===== src/adcc_map.vh =====
// adcc_map.vh: register map, field positions, reset values and timing counts
// of the converter control block; assumes a 32-bit apb slave, word aligned.
`ifndef ADCC_MAP_VH
`define ADCC_MAP_VH

// register byte offsets
`define ADCC_OFF_CTRL      12'h000
`define ADCC_OFF_STATUS    12'h004
`define ADCC_OFF_MASK      12'h008
`define ADCC_OFF_RESULT    12'h00C
`define ADCC_OFF_SLEEP     12'h010

// control register fields
`define ADCC_CTRL_PWR      0
`define ADCC_CTRL_START    1
`define ADCC_CTRL_LADJ     2
`define ADCC_CTRL_DIFF     3

// status and mask fields (same layout)
`define ADCC_EV_DONE       0
`define ADCC_EV_SLPSTART   1
`define ADCC_EV_W          2

// sleep state fields
`define ADCC_SLP_ARMED     0
`define ADCC_SLP_CONV      1

// sleep mode codes from the sleep controller
`define ADCC_MODE_IDLE     3'h0
`define ADCC_MODE_NRED     3'h1

// conversion timing in converter clock ticks, then the msb trial code and the zero result code
`define ADCC_NORMAL_TICKS  5'h0D
`define ADCC_INIT_TICKS    5'h0C
`define ADCC_SAMPLE_END    5'h01
`define ADCC_FIRST_BIT     5'h02
`define ADCC_LAST_BIT      5'h0B
`define ADCC_MSB_TRIAL     10'h200
`define ADCC_RES_ZERO      10'h000

`endif


===== src/adcc_presc.v =====
// adcc_presc.v: converter clock prescaler, one-cycle tick every DIV clocks.
// assumes the enable is the converter power bit; held in reset while low.
`timescale 1ns/1ns
module adcc_presc #(
    parameter DIV = 4,
    parameter CW  = 8
) (
    // clock and reset
    input  wire clk_i,
    input  wire rst_n_i,
    // control
    input  wire en_i,
    // tick
    output reg  tick_o
);
    reg [CW-1:0] cnt_reg;

    // counting restarts whenever power goes off, so phase is fixed at power-on
    always @(posedge clk_i) begin
        if (!rst_n_i || !en_i) begin
            cnt_reg <= {CW{1'b0}};
            tick_o  <= 1'b0;
        end else if (cnt_reg == DIV[CW-1:0] - 1'b1) begin
            cnt_reg <= {CW{1'b0}};
            tick_o  <= 1'b1;
        end else begin
            cnt_reg <= cnt_reg + 1'b1;
            tick_o  <= 1'b0;
        end
    end
endmodule // adcc_presc


===== src/adcc_top.v =====
// adcc_top.v: 10-bit successive-approximation converter control with apb
// registers, sleep-started conversion and result justification.
// assumes an external analog comparator and dac; all inputs synchronous.
//
// Operation
// - entering idle or noise-reduction sleep with the converter prepared starts a conversion once the core halts.
// - a sleep-started conversion that completes while the core is halted wakes the core via the completion interrupt.
// - if another source woke the core first, the completion interrupt is still raised when the conversion ends.
// - after waking, no further sleep-triggered conversion happens until a new sleep command.
// - other sleep modes never switch the converter off by themselves.
// - once the done flag reads high the result registers hold the finished result.
// - single-ended results are unsigned 10-bit codes from 0x000 to 0x3FF.
// - differential results are 10-bit two's complement codes from 0x200 to 0x1FF, saturating at 0x1FF.
// - at completion the result is stored, the done flag set and the start bit cleared in the same cycle.
// - changing the justify select changes the presented result at once, even during a conversion.
//
// Our own choices: the APB slave port and the address map.
`timescale 1ns/1ns
`include "adcc_map.vh"
module adcc_top #(
    parameter PRESC_DIV = 4,
    parameter AW        = 12
) (
    // clock and reset
    input  wire          clk_i,
    input  wire          rst_n_i,
    // apb slave
    input  wire          psel_i,
    input  wire          penable_i,
    input  wire          pwrite_i,
    input  wire [AW-1:0] paddr_i,
    input  wire [31:0]   pwdata_i,
    output reg  [31:0]   prdata_o,
    output reg           pready_o,
    output reg           pslverr_o,
    // sleep controller
    input  wire          sleep_cmd_i,
    input  wire [2:0]    sleep_mode_i,
    input  wire          cpu_halted_i,
    output reg           wake_o,
    output reg           irq_o,
    // analog front end
    input  wire          cmp_i,
    output reg  [9:0]    dac_code_o,
    output reg           sample_o,
    output reg           analog_on_o
);
    // control state
    reg        converter_power_on_reg;
    reg        conversion_start_bit_reg;
    reg        left_justify_select_reg;
    reg        diff_sel_reg;
    reg [`ADCC_EV_W-1:0] status_reg;
    reg [`ADCC_EV_W-1:0] status_next;
    reg [`ADCC_EV_W-1:0] mask_reg;
    reg [9:0]  result_reg;
    reg        run_reg;
    reg        first_reg;
    reg        init_reg;
    reg [4:0]  cnt_reg;
    reg [9:0]  dac_next;
    reg        armed_reg;
    reg        slp_conv_reg;

    // apb decode
    wire       acc_start = psel_i & penable_i & ~pready_o;
    wire       wr_fire   = psel_i & penable_i & pready_o & pwrite_i;
    wire       sel_ctrl  = (paddr_i == `ADCC_OFF_CTRL);
    wire       sel_stat  = (paddr_i == `ADCC_OFF_STATUS);
    wire       sel_mask  = (paddr_i == `ADCC_OFF_MASK);
    wire       sel_res   = (paddr_i == `ADCC_OFF_RESULT);
    wire       sel_slp   = (paddr_i == `ADCC_OFF_SLEEP);
    wire       mapped    = sel_ctrl | sel_stat | sel_mask | sel_res | sel_slp;

    // converter clock enable
    wire       tick;
    adcc_presc #(
        .DIV (PRESC_DIV),
        .CW  (8)
    ) u_presc (
        .clk_i   (clk_i),
        .rst_n_i (rst_n_i),
        .en_i    (converter_power_on_reg),
        .tick_o  (tick)
    );

    wire       busy      = conversion_start_bit_reg | run_reg;
    wire       bit_step  = run_reg & ~init_reg & tick &
                           (cnt_reg >= `ADCC_FIRST_BIT) & (cnt_reg <= `ADCC_LAST_BIT);
    // five-bit difference cut on purpose; the bit index never exceeds 9
    wire [4:0] bidx_full = `ADCC_LAST_BIT - cnt_reg;
    wire [3:0] bidx      = bidx_full[3:0];
    wire       complete  = run_reg & ~init_reg & tick &
                           (cnt_reg == `ADCC_NORMAL_TICKS - 1'b1);
    // offset-binary search result; msb flip gives two's complement, so full
    // positive input saturates at 0x1FF with no extra logic
    wire [9:0] code_se   = dac_next;
    wire [9:0] code_df   = {~dac_next[9], dac_next[8:0]};
    wire       mode_ok   = (sleep_mode_i == `ADCC_MODE_IDLE) |
                           (sleep_mode_i == `ADCC_MODE_NRED);
    // only a prepared converter is started; the core keeps the rest
    wire       prepared  = converter_power_on_reg & ~busy & mask_reg[`ADCC_EV_DONE];
    wire       slp_go    = armed_reg & cpu_halted_i & prepared;

    // presented result, re-muxed every read so the select acts at once
    wire [7:0] res_hi    = left_justify_select_reg ? result_reg[9:2]
                                                   : {6'h00, result_reg[9:8]};
    wire [7:0] res_lo    = left_justify_select_reg ? {result_reg[1:0], 6'h00}
                                                   : result_reg[7:0];

    // successive approximation step
    always @* begin
        dac_next = dac_code_o;
        if (bit_step) begin
            if (!cmp_i) begin
                dac_next[bidx] = 1'b0;
            end
            if (bidx != 4'h0) begin
                dac_next[bidx - 4'h1] = 1'b1;
            end
        end
    end

    // event flags: hardware set wins over a write-one clear
    always @* begin
        status_next = status_reg;
        if (wr_fire && sel_stat) begin
            status_next = status_next & ~pwdata_i[`ADCC_EV_W-1:0];
        end
        if (complete) begin
            status_next[`ADCC_EV_DONE] = 1'b1;
        end
        if (slp_go) begin
            status_next[`ADCC_EV_SLPSTART] = 1'b1;
        end
    end

    // apb answer, one wait state
    always @(posedge clk_i) begin
        if (!rst_n_i) begin
            pready_o  <= 1'b0;
            pslverr_o <= 1'b0;
            prdata_o  <= 32'h0000_0000;
        end else begin
            pready_o  <= acc_start;
            pslverr_o <= acc_start & ~mapped;
            if (acc_start && !pwrite_i) begin
                if (sel_ctrl) begin
                    prdata_o <= {28'h000_0000, diff_sel_reg, left_justify_select_reg,
                                 busy, converter_power_on_reg};
                end else if (sel_stat) begin
                    prdata_o <= {30'h0000_0000, status_reg};
                end else if (sel_mask) begin
                    prdata_o <= {30'h0000_0000, mask_reg};
                end else if (sel_res) begin
                    prdata_o <= {16'h0000, res_hi, res_lo};
                end else if (sel_slp) begin
                    prdata_o <= {30'h0000_0000, slp_conv_reg, armed_reg};
                end else begin
                    prdata_o <= 32'h0000_0000;
                end
            end
        end
    end

    // software controls
    always @(posedge clk_i) begin
        if (!rst_n_i) begin
            converter_power_on_reg  <= 1'b0;
            left_justify_select_reg <= 1'b0;
            diff_sel_reg            <= 1'b0;
            mask_reg                <= {`ADCC_EV_W{1'b0}};
            status_reg              <= {`ADCC_EV_W{1'b0}};
        end else begin
            status_reg <= status_next;
            if (wr_fire && sel_ctrl) begin
                // sleep entry never touches power; only software clears it
                converter_power_on_reg  <= pwdata_i[`ADCC_CTRL_PWR];
                left_justify_select_reg <= pwdata_i[`ADCC_CTRL_LADJ];
                diff_sel_reg            <= pwdata_i[`ADCC_CTRL_DIFF];
            end
            if (wr_fire && sel_mask) begin
                mask_reg <= pwdata_i[`ADCC_EV_W-1:0];
            end
        end
    end

    // conversion sequencer
    always @(posedge clk_i) begin
        if (!rst_n_i) begin
            conversion_start_bit_reg <= 1'b0;
            run_reg                  <= 1'b0;
            first_reg                <= 1'b1;
            init_reg                 <= 1'b0;
            cnt_reg                  <= 5'h00;
            dac_code_o               <= `ADCC_RES_ZERO;
            sample_o                 <= 1'b0;
            result_reg               <= `ADCC_RES_ZERO;
        end else if (!converter_power_on_reg) begin
            // power off aborts any conversion; next start is a first one
            conversion_start_bit_reg <= wr_fire & sel_ctrl & pwdata_i[`ADCC_CTRL_START] &
                                        pwdata_i[`ADCC_CTRL_PWR];
            run_reg                  <= 1'b0;
            first_reg                <= 1'b1;
            init_reg                 <= 1'b0;
            cnt_reg                  <= 5'h00;
            sample_o                 <= 1'b0;
        end else begin
            dac_code_o <= dac_next;
            if ((wr_fire && sel_ctrl && pwdata_i[`ADCC_CTRL_START]) || slp_go) begin
                conversion_start_bit_reg <= 1'b1;
            end
            if (conversion_start_bit_reg && !run_reg && tick) begin
                run_reg    <= 1'b1;
                init_reg   <= first_reg;
                first_reg  <= 1'b0;
                cnt_reg    <= 5'h00;
                sample_o   <= ~first_reg;
                dac_code_o <= `ADCC_RES_ZERO;
            end else if (run_reg && tick) begin
                if (init_reg && cnt_reg == `ADCC_INIT_TICKS - 1'b1) begin
                    init_reg <= 1'b0;
                    cnt_reg  <= 5'h00;
                    sample_o <= 1'b1;
                end else if (complete) begin
                    // result, done flag and start bit all change on this edge
                    run_reg                  <= 1'b0;
                    conversion_start_bit_reg <= 1'b0;
                    result_reg               <= diff_sel_reg ? code_df : code_se;
                    cnt_reg                  <= 5'h00;
                end else begin
                    cnt_reg <= cnt_reg + 5'h01;
                    if (!init_reg && cnt_reg == `ADCC_SAMPLE_END) begin
                        sample_o   <= 1'b0;
                        dac_code_o <= `ADCC_MSB_TRIAL;
                    end
                end
            end
        end
    end

    // sleep handshake
    always @(posedge clk_i) begin
        if (!rst_n_i) begin
            armed_reg    <= 1'b0;
            slp_conv_reg <= 1'b0;
            wake_o       <= 1'b0;
            irq_o        <= 1'b0;
            analog_on_o  <= 1'b0;
        end else begin
            analog_on_o <= converter_power_on_reg;
            irq_o       <= |(status_next & mask_reg);
            if (sleep_cmd_i) begin
                armed_reg <= mode_ok;
            end else if (slp_go || !converter_power_on_reg) begin
                // one conversion per sleep command; stays idle after wake
                armed_reg <= 1'b0;
            end
            if (slp_go) begin
                slp_conv_reg <= 1'b1;
            end else if (complete || !converter_power_on_reg) begin
                slp_conv_reg <= 1'b0;
            end
            if (complete && slp_conv_reg && cpu_halted_i) begin
                wake_o <= 1'b1;
            end else if (!cpu_halted_i) begin
                wake_o <= 1'b0;
            end
        end
    end
endmodule // adcc_top


===== config.mk =====
export PLATFORM = sky130hd
export DESIGN_NAME = adcc_top
export DESIGN_NICKNAME = d
export VERILOG_FILES = /design/src/adcc_presc.v /design/src/adcc_top.v
export VERILOG_INCLUDE_DIRS = /design/src
export SDC_FILE = /design/constraint.sdc
export NUM_CORES = 1
export LEC_CHECK = 0
export BUFFER_PORTS_ARGS = -buffer_cell sky130_fd_sc_hd__clkbuf_2
export CORE_MARGIN = 2
export CORE_UTILIZATION = 34
export CTS_CLUSTER_DIAMETER = 150
export DETAILED_ROUTE_END_ITERATION = 16
export PLACE_DENSITY = 0.55
export SLEW_MARGIN = 30
export SYNTH_ARGS = -nofsm -noshare
export SYNTH_HDL_FRONTEND = slang
export SYNTH_SLANG_ARGS = --single-unit

===== constraint.sdc =====
create_clock -name clk_i -period 2.2 [get_ports clk_i]
set_clock_uncertainty 0.05 [all_clocks]
set_input_delay 0.44 -clock clk_i [delete_from_list [all_inputs] [get_ports clk_i]]
set_output_delay 0.44 -clock clk_i [all_outputs]
set_load 0.02 [all_outputs]

== After elaboration in Yosys (flattened, before gate mapping) ==
Cells that the tools add are included.

* Reductions and logical operators: 40
* Bitwise gates (word level): 39
* $lt $le $gt $ge: 6
* Add/sub/neg operators: 4
* Eq/ne operators: 12
* Muxes and demuxes: 51

{| class="wikitable"
|+ Operator list
! cell !! number
|-
| 10-bit two-way mux || 10
|-
| 16-bit two-way mux || 4
|-
| 1-bit two-way mux || 29
|-
| 12-bit by 4-bit equality test with 1-bit output (second input constant) || 2
|-
| 1-bit AND || 17
|-
| 8-bit two-way mux || 2
|-
| 1-bit logical AND || 14
|-
| 12-bit by 3-bit equality test with 1-bit output (second input constant) || 1
|-
| 12-bit by 5-bit equality test with 1-bit output (second input constant) || 1
|-
| 12-bit zero test || 1
|-
| 10-bit AND || 1
|-
| 5-bit by 4-bit equality test with 1-bit output (second input constant) || 2
|-
| 4-bit by 5-bit < comparator with 1-bit output (second input constant) || 2
|-
| 5-bit two-way mux || 2
|-
| 1-bit inverter || 10
|-
| 10-bit inverter || 1
|-
| 10-bit bitwise OR || 1
|-
| 2-bit nonzero test || 5
|-
| 8-bit by 1-bit adder with 8-bit output (second input constant) || 1
|-
| 1-bit demux with 4-bit select || 2
|-
| 8-bit by 2-bit equality test with 1-bit output (second input constant) || 1
|-
| 4-bit by 1-bit greater-or-equal comparator with 1-bit output (second input constant) || 2
|-
| 1-bit bitwise OR || 6
|-
| 3-bit AND reduction || 2
|-
| 22 further kinds || 33
|}

* Flip-flop bits (word level): 85
* Logic and storage cells: 175
* Bits of input ports: 55

== Depth between registers and ports, before layout ==
Gate-level depths: netlist of the first run.

* Depth in word-level cells: 17
* Mapped depth: 8
* Depth with buffers taken out: 7

== Cells and area by module ==
Synthesis of the first run repeated with hierarchy kept, for this count alone.

* Cells, all modules: 445
* Area total of the unflattened synthesis: 3,648.5 um^2

{| class="wikitable"
|+ By module, submodules not included
! module !! area an instance (um^2) !! instances !! cells each
|-
| adcc_top || 3,274.4 || 1 || 404
|-
| adcc_presc || 374.1 || 1 || 41
|}

== Worst setup path after synthesis of the first run ==
OpenSTA, ideal clock, no wires.

* Path kind: reg-to-reg
* Start point: register cnt_reg[2]
* End point: register dac_code_o[0]
* Arrival: 1,901 ps
* Required time: 2,064 ps
* Cell stages (with the launch flop): 9
* Path buffers: 1
* Setup slack: 164 ps
* Path through: dfxtp_1 > buf_6 > inv_1 > ha_1 > a21boi_1 > nor2_1 > o31ai_2 > a41oi_1 > a211oi_1

* Longest elaborated chain between the ends: 17
* Elaborated cells on any way between the ends: 35

{| class="wikitable"
|+ Ends and longest elaborated chain
! element !! RTL line !! text
|-
| start: declaration || adcc_top.v:60 || <nowiki>reg [4:0] cnt_reg;</nowiki>
|-
| start signal: assignment || adcc_top.v:232 || <nowiki>cnt_reg <= cnt_reg + 5'h01;</nowiki>
|-
| branches (longest 15 deep; another with 4-bit by 5-bit < comparator with 1-bit output) || -- ||
|-
| 10-bit two-way mux (*) || adcc_top.v:220 || <nowiki>end else if (run_reg && tick) begin</nowiki>
|-
| 10-bit two-way mux (*) || adcc_top.v:213 || <nowiki>if (conversion_start_bit_reg && !run_reg && tick) begin</nowiki>
|-
| end signal: assignment || adcc_top.v:209 || <nowiki>dac_code_o <= dac_next;</nowiki>
|-
| end signal: assignment || adcc_top.v:219 || <nowiki>dac_code_o <= `ADCC_RES_ZERO;</nowiki>
|-
| end signal: assignment || adcc_top.v:235 || <nowiki>dac_code_o <= `ADCC_MSB_TRIAL;</nowiki>
|-
| end: declaration || adcc_top.v:44 || <nowiki>output reg [9:0] dac_code_o,</nowiki>
|}

Mark *: on every way between the ends. The select of a mux whose other input is x is not followed.
A chain may end at the register's enable or synchronous reset.

== Worst setup path after layout of the first run ==
* Start point: register cnt_reg[2]
* End point: register result_reg[2]

* Longest elaborated chain between the ends: 13
* Elaborated cells on any way between the ends: 31

{| class="wikitable"
|+ Ends and longest elaborated chain
! element !! RTL line !! text
|-
| branches (longest 13 deep; another with 4-bit by 5-bit < comparator with 1-bit output) || -- ||
|-
| end signal: assignment || adcc_top.v:198 || <nowiki>result_reg <= `ADCC_RES_ZERO;</nowiki>
|-
| end signal: assignment || adcc_top.v:229 || <nowiki>result_reg <= diff_sel_reg ? code_df : code_se;</nowiki>
|-
| end: declaration || adcc_top.v:56 || <nowiki>reg [9:0] result_reg;</nowiki>
|}

Several ways; the timed one is not identified. The select of a mux whose other input is x is not followed.

==> results of run 1 <==
==> layout by cell type (no fill, tap or decap), types with 5 or more instances in the layout <==
cell       Yosys  routed
a21oi_1       20      20
a22o_1         5       5
a22oi_1       10      10
a2bb2oi_1      9       9
and3_1         6       6
buf_4         19      16
clkbuf_2       0      57
clkbuf_8       0       9
conb_1         1      16
dfxtp_1       69      69
ha_1          11      10
inv_1         11      11
mux2i_1       10      10
nand2_1       33      33
nand2b_1       6       6
nand3_1       19      19
nor2_1        53      53
nor3_1         5       5
o21ai_0       14      14
o21ai_1       14      14
xor2_1         6       6
==> worst paths after layout <==
| check | startpoint | to | slack, ns |
|---|---|---|---|
| hold reg to reg | prdata_o[1] | prdata_o[1] | 0.41 |
| setup reg to reg | cnt_reg[2] | result_reg[2] | 0.15 |
| hold / removal | cpu_halted_i | wake_o | 0.28 |
| setup / recovery | cnt_reg[2] | result_reg[2] | 0.15 |
==> critical path: stages (launching register included) <==
cell     delay [ns]
dfxtp_1        0.33
inv_1          0.06
buf_4          0.15
ha_1           0.24
a21bo_2        0.26
o211a_4        0.27
and3_1         0.18
a22oi_1        0.28
a21oi_1        0.11
==> cells in the mapped netlist (9+ instances only) <==
cell type and instances:
nand2_1 33, o21ai_0 14, clkbuf_1 9, dfxtp_1 69
a21oi_1 20, mux2i_1 10, nor2_1 53, a2bb2oi_1 9
nand3_1 19, a22oi_1 10, ha_1 11, inv_1 11
buf_4 19, o21ai_1 14
==> per-layer routing <==
metal  track usage  wire length, um
met5             0                0
met4       0.05639              127
met3       0.03801              505
met2        0.2408             3831
met1        0.2121             3971
==> cell type report <==
class,count,area share
multi-input combinational,305,0.4792
sequential,69,0.3288
timing repair buffer,73,0.09649
tap,136,0.04050
clock buffer,9,0.02948
clock inverter,7,0.01578
inverter,11,0.009827
==> cell families after synthesis <==
| logic type | Yosys count |
|---|---|
| multiplexers | 10 |
| XOR/XNOR | 10 |
| flip-flops | 69 |
| other | 1 |
| buffers and inverters | 43 |
| AO/OA/AOI/OAI | 104 |
| AND/OR/NAND/NOR | 154 |
| adder cells (fa/ha/maj) | 11 |
==> power by group through the flow <==
stage / Clock [mW] / Combinational [mW] / Sequential [mW]
finish: 1.00 / 0.108 / 1.25
global route: 1.09 / 0.118 / 1.25
CTS: 1.03 / 0.108 / 1.25
detailed placement: 0 / 0.107 / 1.28
global placement: 0 / 0.107 / 1.28
floorplan: 0 / 0.0846 / 1.28
==> repair_timing <==
item	CTS	global route
setup endpoints to repair	0	17
resized for setup	0	4
endpoints found under the hold margin	0	0
==> flow_summary_export.csv, run 1 <==
group,metric,value,unit
global_routing,grt_pass1_vias,2810,
timing,setup_viol,0,
yosys,synth_simple_gate_area_frac,0.2385,
yosys,synth_top_family_by_area,"simple AND/OR/NAND/NOR gates",
die,die_y,106.4,um
cells_and_area,post-route-util,0.4107,
cells_and_area,regArea,1381,um2
clock_network,htreeDepth,3,
place,place_ws,0.1183,ns
die,num_rows,37,
clock_network,cts.path.max_buffers,2,
route,routedWlPerCell,13.83,um
die,core_area,10230,um2
critical_path,critPathMaxFanout,6,
min_path,min_path_cells,3,
power,pwr-share-clk,0.425,
yosys,ys_ff_latch,69,
route,ant_nets,0,
yosys,synth.top_cells.by_area,"dfxtp_1 39%, nor2_1 5.6%, buf_4 4.0%",
clock_network,clock_latency,0.34,ns
clock_network,root_buffer,"clkbuf_8",
place,dpl_cell_area,3985,um2
critical_path,startpoint_type,"flip-flop",
global_routing,gr-usage-all-layers,0.1564,
yosys,synth_xor_area_frac,0.02459,
yosys,synth_warnings,0,
route,first_pass_iters,4,
critical_path,crit_type,"flip-flop to flip-flop",
timing,final.setup.tns,0,ns
timing,maxSlewViolCount,0,
place,port_buffers,57,
die,io_pins,103,
cells_and_area,fin_area,4202,um2
global_routing,grt_pass1_wl,14190,um
yosys,synth_top_area_share,0.3878,
global_routing,grt-ovfl-total,0,
cells_and_area,insertedDiodeCount,0,
cells_and_area,multiInputGateArea,2013,um2
global_routing,antenna_found_initial,0,
yosys,async_flop_share,0,
cells_and_area,n_fill_cell,1051,
yosys,avgSynthCellArea,8.861,um2
timing,hold_viol,0,
power,p_sw_frac,0.2392,
yosys,synthMuxAreaShare,0.02810,
yosys,yosysUniqueCellTypes,61,
clock_network,postCtsHoldBufs,0,
timing,timing.hold.ws,0.2788,ns
cells_and_area,layoutNonFillerInstCount,610,
timing,fmax,0.4881,GHz
run,maxCapViolations,0,
die,dieWidth,106.4,um
clock_network,clk_pin_slew,0.08,ns
power,vdd_ir_drop_max,0.0002187,V
cells_and_area,layout.nets,535,
place,placedCellCount,594,
cells_and_area,syn_to_final_growth,17.95,%
die,die_area,11310,um2
clock_network,cts_setup_buffers,0,
critical_path,end_kind,"flip-flop",
yosys,synth-seq-area-share,0.3878,
route,num_vias,3061,
yosys,synth_compound_area_frac,0.2111,
timing,tightest_slew,0.6201,ns
power,pwr-share-comb,0.046,
timing,fin_crit,2.049,ns
power,power_density,562.0,nW/um2
min_path,hp-class,"input port to flip-flop",
clock_network,cts_tree,"yes",
yosys,synth_area,3562,um2
power,intPower,1.796,mW
timing,rsz0062_at_grt,"true",
power,p_leak,1.576,nW
route,vias_per_cell,5.018,
critical_path,cp_data_required_time,2.37,ns
critical_path,cp_data_arrival_time,2.22,ns
global_routing,grt_max_degree,29,
route,drt-total-wl,8435,um
power,totalPowerFinal,2.361,mW
timing,max_slew_margin,0.5851,
yosys,synthAdderAreaFrac,0.03864,
place,dpl.hpwl,6433,um
cells_and_area,largest_register_ffs,16,
cells_and_area,drive_gt1_frac,0.2363,
yosys,synth_top_area_cell,"dfxtp_1",
timing,period_share,0.9312,
place,place_congestion,0.8109,
route,drc,0,
yosys,synth_edf_count,0,
yosys,synth_cells,402,
critical_path,r2r_cells,8,
timing,setup_ws,0.1514,ns
power,p_seq_frac,0.530,
status,status,"completed",
power,p_switching,0.5649,mW
die,initial_utilization,0.3482,
yosys,synth_ff_type,"dfxtp_1",
clock_network,cts_sinks,69,
route,drtIter0Drc,115,
clock_network,cts_buffers,9,
Power figures use the tool's default switching activity.
==> inputs of run 2 (changes only) <==
Settings changed: CAP_MARGIN set to 25, SYNTH_HIERARCHICAL set to 1.
==> flow_summary_export.csv, run 2 <==
group,metric,value,unit
power,p_switching,0.5936,mW
route,ant_nets,0,
critical_path,critPathMaxStageDelay,0.56,ns
die,die_area,11580,um2
yosys,synth_edf_count,0,
min_path,hp-start,"cpu_halted_i",
cells_and_area,layout.nets,592,
power,intPower,1.930,mW
yosys,synth_ff_type,"dfxtp_1",
cells_and_area,largest_register_ffs,16,
cells_and_area,insertedDiodeCount,0,
die,initial_utilization,0.3518,
clock_network,cts_sinks,69,
yosys,synth_area,3648,um2
route,drc,0,
power,power_density,569.9,nW/um2
timing,fmax,0.4962,GHz
global_routing,grt_pass1_wl,15480,um
global_routing,antenna_found_initial,0,
timing,maxSlewViolCount,0,
place,place_ws,-0.1767,ns
power,p_leak,1.751,nW
yosys,yosysUniqueCellTypes,61,
power,pwr-share-comb,0.048,
timing,max_slew_margin,0.4893,
route,drt-total-wl,9551,um
die,io_pins,103,
critical_path,crit_chain,"clkbuf_2 -> or4_4 -> or4_4 -> or2_1 -> o21ai_1 -> o221ai_1",
clock_network,cts_tree,"yes",
yosys,synth_top_area_share,0.3786,
critical_path,critPathMaxFanout,7,
critical_path,startpoint_type,"input port",
clock_network,clk_pin_slew,0.08,ns
timing,setup_ws,0.1846,ns
critical_path,crit_type,"input port to flip-flop",
power,totalPowerFinal,2.523,mW
place,dpl_cell_area,4212,um2
critical_path,cp_data_arrival_time,2.17,ns
clock_network,clock_latency,0.34,ns
timing,final.setup.tns,0,ns
yosys,async_flop_share,0,
global_routing,grt-ovfl-total,0,
critical_path,crit_top_cell,"or4_4",
cells_and_area,syn_to_final_growth,21.36,%
yosys,synth_warnings,6,
place,placedCellCount,650,
status,status,"completed",
cells_and_area,drive_gt1_frac,0.2340,
route,routedWlPerCell,14.34,um
critical_path,cpLargestDelayFamily,"simple AND/OR/NAND/NOR gates",
cells_and_area,post-route-util,0.4270,
critical_path,end_kind,"flip-flop",
clock_network,root_buffer,"clkbuf_8",
global_routing,gr-usage-all-layers,0.1691,
die,core_area,10370,um2
critical_path,cp_data_required_time,2.36,ns
die,dieWidth,107.6,um
cells_and_area,fin_area,4428,um2
yosys,ys_ff_latch,69,
global_routing,grt_pass1_vias,3168,
route,first_pass_iters,4,
yosys,synth_cells,445,
timing,timing.hold.ws,0.2765,ns
cells_and_area,final_common_cell,"dfxtp_1",
timing,hold_viol,0,
place,dpl.hpwl,7172,um
route,num_vias,3409,
die,num_rows,37,
min_path,hp-class,"input port to flip-flop",
global_routing,grt_max_degree,34,
power,pwr-share-clk,0.455,
yosys,avgSynthCellArea,8.199,um2
clock_network,htreeDepth,3,
die,die_y,107.6,um
critical_path,cp_num_buf_inv,1,
yosys,synth.top_cells.by_area,"dfxtp_1 38%, nor2_1 4.6%, nand2_1 4.2%",
route,drtIter0Drc,103,
route,vias_per_cell,5.119,
critical_path,slowest_stage,"or4_4",
yosys,synth-seq-area-share,0.3786,
yosys,synthTopCellsByCount,"69 x dfxtp_1, 45 x nor2_1, 41 x nand2_1",
critical_path,r2r-start,"cnt_reg[1]",
yosys,synth_most_common_cell,"dfxtp_1",
yosys,synth_top_area_cell,"dfxtp_1",
timing,period_share,0.9161,
run,maxCapViolations,0,
cells_and_area,layoutNonFillerInstCount,666,
power,p_sw_frac,0.2352,
cells_and_area,layout_common_cells,"69 x dfxtp_1, 57 x clkbuf_2, 45 x nor2_1",
power,p_seq_frac,0.497,
timing,rsz0062_at_grt,"false",
place,port_buffers,57,
clock_network,cts_buffers,9,
place,place_congestion,0.8138,
critical_path,crit_start,"paddr_i[9]",
timing,setup_viol,0,
clock_network,cts.path.max_buffers,2,
clock_network,postCtsHoldBufs,0,
timing,fin_crit,2.015,ns
timing,tightest_slew,0.7591,ns
power,vdd_ir_drop_max,0.0003993,V
run 2: changes by cell type after synthesis, moves of 6 or more:
cell       delta
nor3_1        +7
a2bb2oi_1     -9
a31oi_1      +10
inv_1         +6
clkbuf_1      +9
o21ai_0      +14
a21oi_1      +10
nor2_1        -8
or3_1        +11
nand2_1       +8
o21ai_1      -11
run 2: layout make-up:
| cell class | instances | area, um2 |
|---|---|---|
| clock inverters | 6 | 87.58 |
| flip-flops and latches | 69 | 1381 |
| repair buffers | 91 | 540.5 |
| inverters | 17 | 63.81 |
| fillers | 1089 | 5942 |
| clock buffers | 10 | 127.6 |
| well taps | 136 | 170.2 |
| multi-input cells | 337 | 2057 |
run 2: per-layer routing:
| metal | up-vias | routed length, um | part of all wire | track usage |
|---|---|---|---|---|
| met5 | - | 0 | 0 | 0 |
| met4 | 0 | 101 | 0.011 | 0.05952 |
| met3 | 8 | 385 | 0.040 | 0.03995 |
| met2 | 72 | 4537 | 0.48 | 0.2772 |
| met1 | 1598 | 4526 | 0.47 | 0.2166 |
| li1 | 1731 | - | - | - |
run 2: what timing repair did:
action,CTS,global route
hold endpoints to repair,0,0
setup endpoints to repair,0,6
gates resized for setup,0,2
buffers inserted,0,0
run 2: cell families after synthesis:
family	synth area share
other	0.001028
AND/OR/NAND/NOR	0.2490
AO/OA/AOI/OAI	0.2191
XOR/XNOR	0.007203
flip-flops	0.3786
buffers and inverters	0.07476
adder cells (fa/ha/maj)	0.04115
multiplexers	0.02915
run 2: power by group through the flow:
stage / logic, mW / registers, mW / clock network (mW)
global route: 0.134 / 1.25 / 1.25
CTS: 0.122 / 1.25 / 1.18
global placement: 0.121 / 1.28 / 0
finish: 0.122 / 1.25 / 1.15
floorplan: 0.0881 / 1.29 / 0
detailed placement: 0.122 / 1.28 / 0
run 2: worst paths after layout:
check / endpoint / slack [ns] / cells after the start
worst max-delay path: irq_o / 0.18 / 6
worst min-delay path: wake_o / 0.28 / 3
worst min register to register: prdata_o[5] / 0.41 / 2
worst max register to register: dac_code_o[0] / 0.19 / 7
run 2: worst reg2reg max path, cell delays in order (launching register included):
cell and delay, ns:
dfxtp_1 0.35, buf_4 0.17, a21o_1 0.22, a2111oi_4 0.38
buf_4 0.22, nand3_1 0.09, a32oi_1 0.28, a211oi_1 0.13
